[src/rtl/aux_entry_map.svh]
// Timing and encoding constants for the auxiliary-pulse Manchester entry logic.
// Assumes a 10 MHz system clock; all counts are in clk cycles unless noted.
`ifndef AUX_ENTRY_MAP_SVH
`define AUX_ENTRY_MAP_SVH

// ----------------------------------------------------------------
// Clock
// ----------------------------------------------------------------
`define AUX_CLK_HZ              10000000
`define AUX_CLK_PERIOD_NS       100

// ----------------------------------------------------------------
// Times in their own units
// ----------------------------------------------------------------
`define AUX_GATE_TIME_NS        700
`define AUX_MSGRX_MIN_NS        1400
`define AUX_MSGRX_MAX_US        300
`define AUX_PWM_HOLD_PERIODS    2
`define AUX_SENT_HOLD_TICKS     30
`define AUX_SYNC_HOLD_TICKS     50

// ----------------------------------------------------------------
// Derived cycle counts (least rounds up, longest rounds down)
// ----------------------------------------------------------------
`define AUX_GATE_CYCLES  \
    ((`AUX_GATE_TIME_NS + `AUX_CLK_PERIOD_NS - 1) / `AUX_CLK_PERIOD_NS)
`define AUX_MSGRX_CYCLES ((`AUX_MSGRX_MAX_US * 1000) / `AUX_CLK_PERIOD_NS)

// ----------------------------------------------------------------
// Defaults and widths
// ----------------------------------------------------------------
`define AUX_TICK_CYCLES_DEF     30
`define AUX_CNT_W               18
`define AUX_STATE_W             6

`endif

[src/rtl/aux_entry_pkg.sv]
// Types shared by the auxiliary-pulse Manchester entry logic.
// Assumes aux_entry_map.svh is compiled alongside for widths.
`include "aux_entry_map.svh"

package aux_entry_pkg;

    // Normal output protocol selected by configuration
    typedef enum logic [1:0] {
        OUT_PWM   = 2'h0,
        OUT_SENT  = 2'h1,
        OUT_TRIGGERED_SENT = 2'h2,
        OUT_SYNC  = 2'h3    // sync_slot_sent or addressed_sent
    } outMode_type;

    // Entry sequence states, one-hot
    typedef enum logic [`AUX_STATE_W-1:0] {
        ST_NORMAL  = 6'h01,
        ST_HOLD    = 6'h02,
        ST_RELEASE = 6'h04,
        ST_LOWGATE = 6'h08,
        ST_MANCH   = 6'h10,
        ST_IGNORE  = 6'h20
    } entryState_type;

    typedef logic [`AUX_CNT_W-1:0] count_type;

endpackage

[src/rtl/aux_entry_if.sv]
// Carrier between the entry controller and its line-width counter.
// Assumes both ends run on the same clock.
`include "aux_entry_map.svh"

interface aux_entry_if;
    logic                   lineLevel;   // Synchronised line level
    logic                   lineChange;  // One-cycle pulse on any level change
    aux_entry_pkg::count_type width;     // Cycles since last change, saturating

    modport counter (input lineLevel, output lineChange, output width);
    modport user    (output lineLevel, input lineChange, input width);
endinterface

[src/rtl/aux_pulse_manchester_entry.sv]
// Auxiliary-pulse entry into Manchester communication on the shared output line.
// Assumes the normal output generator supplies its low-drive request and the
// SENT frame window, and a Manchester receiver reports the end of a session.
`include "aux_entry_map.svh"

module aux_pulse_manchester_entry #(
    parameter int TICK_CYCLES = `AUX_TICK_CYCLES_DEF
) (
    input  wire logic        clk,
    input  wire logic        rst,
    input  wire logic        lineIn,
    input  wire logic [1:0]  outMode,
    input  wire logic [15:0] pwmPeriodCycles,
    input  wire logic        frameWindow,
    input  wire logic        normalDriveLow,
    input  wire logic        manchDone,
    output logic             lineOut,
    output logic             lineOe,
    output logic             manchMode,
    output logic             entryPulse,
    output logic             abortPulse
);

    // ----------------------------------------------------------------
    // Declarations
    // ----------------------------------------------------------------
    aux_entry_if lnk ();

    logic                         lineMeta_ff;
    logic                         lineSync_ff;
    aux_entry_pkg::entryState_type state_ff;
    aux_entry_pkg::entryState_type nxt_state;
    aux_entry_pkg::outMode_type   mode;
    aux_entry_pkg::count_type     holdTarget;
    aux_entry_pkg::count_type     timeout_ff;
    logic                         timeoutRun_ff;
    logic                         ownLow_ff;
    logic                         lineOe_ff;
    logic                         lineOut_ff;
    logic                         manchMode_ff;
    logic                         entryPulse_ff;
    logic                         abortPulse_ff;
    logic                         lineFell;
    logic                         lineRose;
    logic                         startOk;
    logic                         holdMet;
    logic                         gateMet;
    logic                         timedOut;

    localparam aux_entry_pkg::count_type GATE_CYC  = `AUX_CNT_W'(`AUX_GATE_CYCLES);
    localparam aux_entry_pkg::count_type MSGRX_CYC = `AUX_CNT_W'(`AUX_MSGRX_CYCLES);
    localparam aux_entry_pkg::count_type SENT_HOLD =
        `AUX_CNT_W'(`AUX_SENT_HOLD_TICKS * TICK_CYCLES);
    localparam aux_entry_pkg::count_type SYNC_HOLD =
        `AUX_CNT_W'(`AUX_SYNC_HOLD_TICKS * TICK_CYCLES);

    assign mode = aux_entry_pkg::outMode_type'(outMode);

    // ----------------------------------------------------------------
    // Pin synchroniser
    // ----------------------------------------------------------------
    always_ff @(posedge clk) begin
        if (rst) begin
            lineMeta_ff <= 1'b1;
            lineSync_ff <= 1'b1;
        end else begin
            lineMeta_ff <= lineIn;
            lineSync_ff <= lineMeta_ff;
        end
    end

    assign lnk.lineLevel = lineSync_ff;

    // Width of the present line level
    aux_width_counter u_width (
        .clk (clk),
        .rst (rst),
        .lnk (lnk)
    );

    assign lineFell = lnk.lineChange & ~lnk.lineLevel;
    assign lineRose = lnk.lineChange &  lnk.lineLevel;

    // ----------------------------------------------------------------
    // Entry qualification
    // ----------------------------------------------------------------
    // Minimum hold per output protocol
    always_comb begin
        case (mode)
            aux_entry_pkg::OUT_PWM:
                holdTarget = `AUX_CNT_W'({pwmPeriodCycles, 1'b0});
            aux_entry_pkg::OUT_SENT,
            aux_entry_pkg::OUT_TRIGGERED_SENT:
                holdTarget = SENT_HOLD;
            aux_entry_pkg::OUT_SYNC:
                holdTarget = SYNC_HOLD;
            default:
                holdTarget = SENT_HOLD;
        endcase
    end

    // A low not caused by our own drive, allowed by the protocol's window
    always_comb begin
        case (mode)
            aux_entry_pkg::OUT_PWM:   startOk = 1'b1;
            aux_entry_pkg::OUT_SENT,
            aux_entry_pkg::OUT_TRIGGERED_SENT: startOk = frameWindow;
            aux_entry_pkg::OUT_SYNC:  startOk = 1'b1;
            default:                  startOk = 1'b0;
        endcase
    end

    // Width counter holds the length of the level that just ended at a change
    assign holdMet  = (lnk.width >= holdTarget);
    // Gate floor only, so every bit rate in the allowed range passes
    assign gateMet  = (lnk.width >= GATE_CYC);
    assign timedOut = timeoutRun_ff & (timeout_ff >= MSGRX_CYC);

    // ----------------------------------------------------------------
    // Entry sequence
    // ----------------------------------------------------------------
    always_comb begin
        nxt_state = state_ff;
        case (state_ff)
            aux_entry_pkg::ST_NORMAL: begin
                if (lineFell && !ownLow_ff) begin
                    nxt_state = startOk ? aux_entry_pkg::ST_HOLD
                                        : aux_entry_pkg::ST_IGNORE;
                end
            end
            aux_entry_pkg::ST_IGNORE: begin
                if (lineRose) begin
                    nxt_state = aux_entry_pkg::ST_NORMAL;
                end
            end
            aux_entry_pkg::ST_HOLD: begin
                if (lineRose) begin
                    nxt_state = holdMet ? aux_entry_pkg::ST_RELEASE
                                        : aux_entry_pkg::ST_NORMAL;
                end
            end
            aux_entry_pkg::ST_RELEASE: begin
                if (timedOut) begin
                    nxt_state = aux_entry_pkg::ST_NORMAL;
                end else if (lineFell) begin
                    // Release shorter than the gate time is a glitch
                    nxt_state = gateMet ? aux_entry_pkg::ST_LOWGATE
                                        : aux_entry_pkg::ST_NORMAL;
                end
            end
            aux_entry_pkg::ST_LOWGATE: begin
                if (timedOut) begin
                    nxt_state = aux_entry_pkg::ST_NORMAL;
                end else if (lineRose) begin
                    // First rising edge of the access code, mid-bit of a leading zero
                    nxt_state = gateMet ? aux_entry_pkg::ST_MANCH
                                        : aux_entry_pkg::ST_NORMAL;
                end
            end
            aux_entry_pkg::ST_MANCH: begin
                if (manchDone) begin
                    nxt_state = aux_entry_pkg::ST_NORMAL;
                end
            end
            default: begin
                nxt_state = aux_entry_pkg::ST_NORMAL;
            end
        endcase
    end

    always_ff @(posedge clk) begin
        if (rst) begin
            state_ff <= aux_entry_pkg::ST_NORMAL;
        end else begin
            state_ff <= nxt_state;
        end
    end

    // ----------------------------------------------------------------
    // Access code timeout, started at the end of the hold
    // ----------------------------------------------------------------
    always_ff @(posedge clk) begin
        if (rst) begin
            timeoutRun_ff <= 1'b0;
            timeout_ff    <= '0;
        end else if (state_ff == aux_entry_pkg::ST_HOLD && lineRose && holdMet) begin
            timeoutRun_ff <= 1'b1;
            timeout_ff    <= '0;
        end else if (nxt_state == aux_entry_pkg::ST_RELEASE
                  || nxt_state == aux_entry_pkg::ST_LOWGATE) begin
            timeout_ff    <= timeout_ff + `AUX_CNT_W'(1);
        end else begin
            timeoutRun_ff <= 1'b0;
            timeout_ff    <= '0;
        end
    end

    // ----------------------------------------------------------------
    // Line drive: normal output only while no entry is under way
    // ----------------------------------------------------------------
    always_ff @(posedge clk) begin
        if (rst) begin
            ownLow_ff  <= 1'b0;
            lineOe_ff  <= 1'b0;
            lineOut_ff <= 1'b0;
        end else begin
            ownLow_ff  <= normalDriveLow && nxt_state == aux_entry_pkg::ST_NORMAL;
            lineOe_ff  <= normalDriveLow && nxt_state == aux_entry_pkg::ST_NORMAL;
            lineOut_ff <= 1'b0;   // Open drain: only ever pulls low
        end
    end

    // ----------------------------------------------------------------
    // Status outputs
    // ----------------------------------------------------------------
    always_ff @(posedge clk) begin
        if (rst) begin
            manchMode_ff  <= 1'b0;
            entryPulse_ff <= 1'b0;
            abortPulse_ff <= 1'b0;
        end else begin
            manchMode_ff  <= (nxt_state == aux_entry_pkg::ST_MANCH);
            entryPulse_ff <= (nxt_state == aux_entry_pkg::ST_MANCH)
                          && (state_ff != aux_entry_pkg::ST_MANCH);
            abortPulse_ff <= timedOut && nxt_state == aux_entry_pkg::ST_NORMAL;
        end
    end

    assign lineOut    = lineOut_ff;
    assign lineOe     = lineOe_ff;
    assign manchMode  = manchMode_ff;
    assign entryPulse = entryPulse_ff;
    assign abortPulse = abortPulse_ff;

endmodule

[src/rtl/aux_width_counter.sv]
// Measures how long the shared line has held its present level.
// Assumes lineLevel is already synchronised to clk.
`include "aux_entry_map.svh"

module aux_width_counter (
    input  wire logic        clk,
    input  wire logic        rst,
    aux_entry_if.counter     lnk
);

    logic                      lastLevel_ff;
    aux_entry_pkg::count_type  width_ff;

    // ----------------------------------------------------------------
    // Edge detection on the synchronised level
    // ----------------------------------------------------------------
    always_ff @(posedge clk) begin
        if (rst) begin
            lastLevel_ff <= 1'b1;
        end else begin
            lastLevel_ff <= lnk.lineLevel;
        end
    end

    assign lnk.lineChange = lnk.lineLevel ^ lastLevel_ff;

    // Width counter restarts on every change, saturates at full scale
    always_ff @(posedge clk) begin
        if (rst) begin
            width_ff <= '0;
        end else if (lnk.lineChange) begin
            width_ff <= `AUX_CNT_W'(1);
        end else if (width_ff != {`AUX_CNT_W{1'b1}}) begin
            width_ff <= width_ff + `AUX_CNT_W'(1);
        end
    end

    assign lnk.width = width_ff;

endmodule

[config.mk]
export PLATFORM = sky130hd
export DESIGN_NAME = aux_pulse_manchester_entry
export DESIGN_NICKNAME = d
export VERILOG_FILES = /design/src/rtl/aux_entry_pkg.sv /design/src/rtl/aux_entry_if.sv /design/src/rtl/aux_pulse_manchester_entry.sv /design/src/rtl/aux_width_counter.sv
export VERILOG_INCLUDE_DIRS = /design/src /design/src/rtl
export SDC_FILE = /design/constraint.sdc
export NUM_CORES = 1
export LEC_CHECK = 0
export BUFFER_PORTS_ARGS = -buffer_cell sky130_fd_sc_hd__buf_2
export CORE_ASPECT_RATIO = 1.25
export CORE_UTILIZATION = 40
export CTS_CLUSTER_SIZE = 24
export DETAILED_ROUTE_END_ITERATION = 10
export GPL_TIMING_DRIVEN = 1
export PLACE_DENSITY = 0.66
export SYNTH_ARGS = -nofsm -noshare
export SYNTH_HDL_FRONTEND = slang
export SYNTH_HIERARCHICAL = 1
export SYNTH_SLANG_ARGS = --single-unit
[constraint.sdc]
create_clock -name clk -period 2.8 [get_ports clk]
set_input_delay 0.14 -clock clk [delete_from_list [all_inputs] [get_ports clk]]
set_output_delay 0.14 -clock clk [all_outputs]
set_load 0.01 [all_outputs]
==> results.sh <==
export IMPL_core_sq_um=7357
export IMPL_fin_setup_tns_ps=0
export IMPL_finalCriticalPeriod_ps=2437
export IMPL_drc=0
export IMPL_antennaDiodeCount=0
export IMPL_p_leak_uw=0.001348
export IMPL_wl_per_cell_um=14.17
export IMPL_vias_per_cell=5.643
export IMPL_grt_pass1_vias=2477
export IMPL_clock_sinks=50
export IMPL_path_cells="or4_1 -> nor4_2 -> nand4_2 -> o31a_1 -> o21ai_4 -> o22ai_1"
export IMPL_numCtsBuffers=5
export IMPL_dieHeight_um=99.34
export IMPL_fillers=734
export IMPL_die_x_um=79.87
export IMPL_mostFrequentLayoutCells="dfxtp_1, nand2_1, nor2_1"
export IMPL_maxCapViolations=0
export IMPL_critical_path_buf_inv_count=0
export IMPL_max_freq_mhz=410.4
export IMPL_cts_buffer_depth=2
export IMPL_cp_slowest_cell="or4_1"
export IMPL_grtUsageTotal_pct=18.30
export IMPL_dp_hpwl_um=5161
export IMPL_synth_area_sq_um=3032
export IMPL_gp_congestion=0.8703
export IMPL_cts_resized=0
export IMPL_power_internal_uw=1032
export IMPL_antenna_found_initial=0
export IMPL_cp_top_family="simple AND/OR/NAND/NOR gates"
export IMPL_p_sw_share_pct=22.76
export IMPL_grt_max_degree=23
export IMPL_grt_overflow=0
export IMPL_setup_violations=0
export IMPL_multi_input_area_sq_um=1917
export IMPL_num_vias=2754
export IMPL_power_frac_clock_pct=37.6
export IMPL_synth_seq_cells=50
export IMPL_syn_to_final_growth_pct=11.97
export IMPL_die_area_sq_um=7933
export IMPL_hold_viol_final=0
export IMPL_postSynthCellCount=363
export IMPL_mappedNetlistNets=409
export IMPL_yosysUniqueCellTypes=59
export IMPL_portBuffers=27
export IMPL_cp_data_required_time_ps=2960
export IMPL_startpoint_type="register"
export IMPL_firstDrtPassIters=4
export IMPL_numPlacedInstances=480
export IMPL_slew_viol_final=0
export IMPL_slew_limit_headroom_pct=53.86
export IMPL_syn_area_per_cell_sq_um=8.352
export IMPL_finClkSkew_ps=13.77
export IMPL_final_nets=441
export IMPL_htree_levels=2
export IMPL_arrival_ps=2600
export IMPL_ys_flop_type="dfxtp_1"
export IMPL_outcome="complete, no violations"
export IMPL_power_frac_comb_pct=8.0
export IMPL_ir_worst_vdd_uv=282.0
export IMPL_final_common_cell="dfxtp_1"
export IMPL_seqPwrFrac_pct=54.4
export IMPL_cts_setup_buffers=0
export IMPL_rows=35
export IMPL_fin_cells=488
export IMPL_totalWireLength_um=6914
export IMPL_cts_tree="done"
export IMPL_synth_warning_count=6
export IMPL_crit_fanout=19
export IMPL_final_util_pct=46.14
export IMPL_clock_latency_ps=300
export IMPL_async_flop_share_pct=0
export IMPL_holdWs_ps=26.04
export IMPL_grt_first_pass_wirelength_um=11530
export IMPL_start_util_pct=41.21
export IMPL_worstSetupEndpointType="register"
export IMPL_cts_clk_slew_worst_paths_ps=100
export IMPL_drt_initial_drc_count=115
export IMPL_ys_seq_area_share_pct=33.02
export IMPL_timing_final_crit_share_pct=87.03
export IMPL_drive_above_1_share_pct=14.14
export IMPL_ant_nets=0
export IMPL_rsz0062_at_grt="no"
export IMPL_power_per_cell_area_nw_per_um2=393.8
export IMPL_critical_path_class="reg2reg"
export IMPL_p_sw_uw=304.3
export IMPL_clock_tree_root_cell="clkbuf_8"
export IMPL_synth_edf_count=0
export IMPL_slowest_delay_ps=550
export IMPL_final_seq_area_sq_um=1001
export IMPL_worst_slew_pin_slew_ps=685.8
export IMPL_hold_path_class="in2reg"
export IMPL_cts_hold_buf=0
export IMPL_ios=29
-- stage by stage --
stage / area, sq um / total power (uW) / worst slack [ps]
3_5_place_dp: 3288 / 849.2 / 93.18
2_1_floorplan: 3032 / 811.6 / 395.8
5_1_grt: 3395 / 1399 / 133.4
3_3_place_gp: 3288 / 845.8 / 220.3
6_report: 3395 / 1337 / 363.2
4_1_cts: 3395 / 1353 / 363.3
-- logic make-up (layout without fill, tap and decap cells) --
| family | count (synthesis) | after routing | share of synthesized area [%] |
|---|---|---|---|
| DFF | 50 | 50 | 33.02 |
| xor gates and xnor gates | 18 | 18 | 5.200 |
| buffers and inverters | 25 | 58 | 3.756 |
| other | 1 | 1 | 0.1237 |
| and+or+nand+nor | 175 | 175 | 31.99 |
| AOI/OAI and AO/OA | 65 | 65 | 14.53 |
| muxes | 7 | 7 | 2.311 |
| adders and majority gates | 22 | 22 | 9.080 |
-- worst paths after layout --
path,start,to,slack (ps),depth (start not counted)
worst max-delay path,u_width/lnk.width[14],timeoutRun_ff,360,6
worst min-delay path,lineIn,lineMeta_ff,30,2
worst max register to register,u_width/lnk.width[14],timeoutRun_ff,360,6
worst min register to register,lineMeta_ff,lineSync_ff,410,1
-- sequential cells by signal (all words and copies together), names as in the netlist --
name	count
timeout_ff	18
u_width/lnk.width	18
manchMode	1
entryPulse	1
state_ff	6
timeoutRun_ff	1
lineSync_ff	1
u_width/lastLevel_ff	1
lineOe	1
abortPulse	1
lineMeta_ff	1
-- layout make-up --
cell class,instances,area share (%)
clock buffers,7,2.248
flip-flops and latches,50,29.49
well taps,92,3.391
repair buffers,36,5.971
inverters,14,1.548
multi-input cells,288,56.47
clock inverters,1,0.8846
-- power by group through the flow --
stage               clock network (uW)  registers (uW)  logic, uW
floorplan                            0             740       71.3
global placement                     0             744        102
detailed placement                   0             744        105
CTS                                519             727        107
global route                       551             730        118
finish                             503             727        107
-- metal layers --
metal | GRT usage (%) | wire length, um
met5 | 0 | 0
met4 | 4.533 | 44
met3 | 2.569 | 230
met2 | 32.41 | 3498
met1 | 23.09 | 3139
-- cells in the mapped netlist, drive strengths merged, types with 11 or more instances --
cell type / n / area (sq um)
ha: 22 / 275.3
xor2: 11 / 96.34
nor4: 13 / 87.58
nor2: 35 / 131.4
a21oi: 19 / 95.09
o21ai: 11 / 66.32
nand3: 20 / 100.1
dfxtp: 50 / 1001
nand4: 13 / 117.6
inv: 14 / 52.55
nand2: 36 / 135.1
Power figures use the tool's default switching activity.
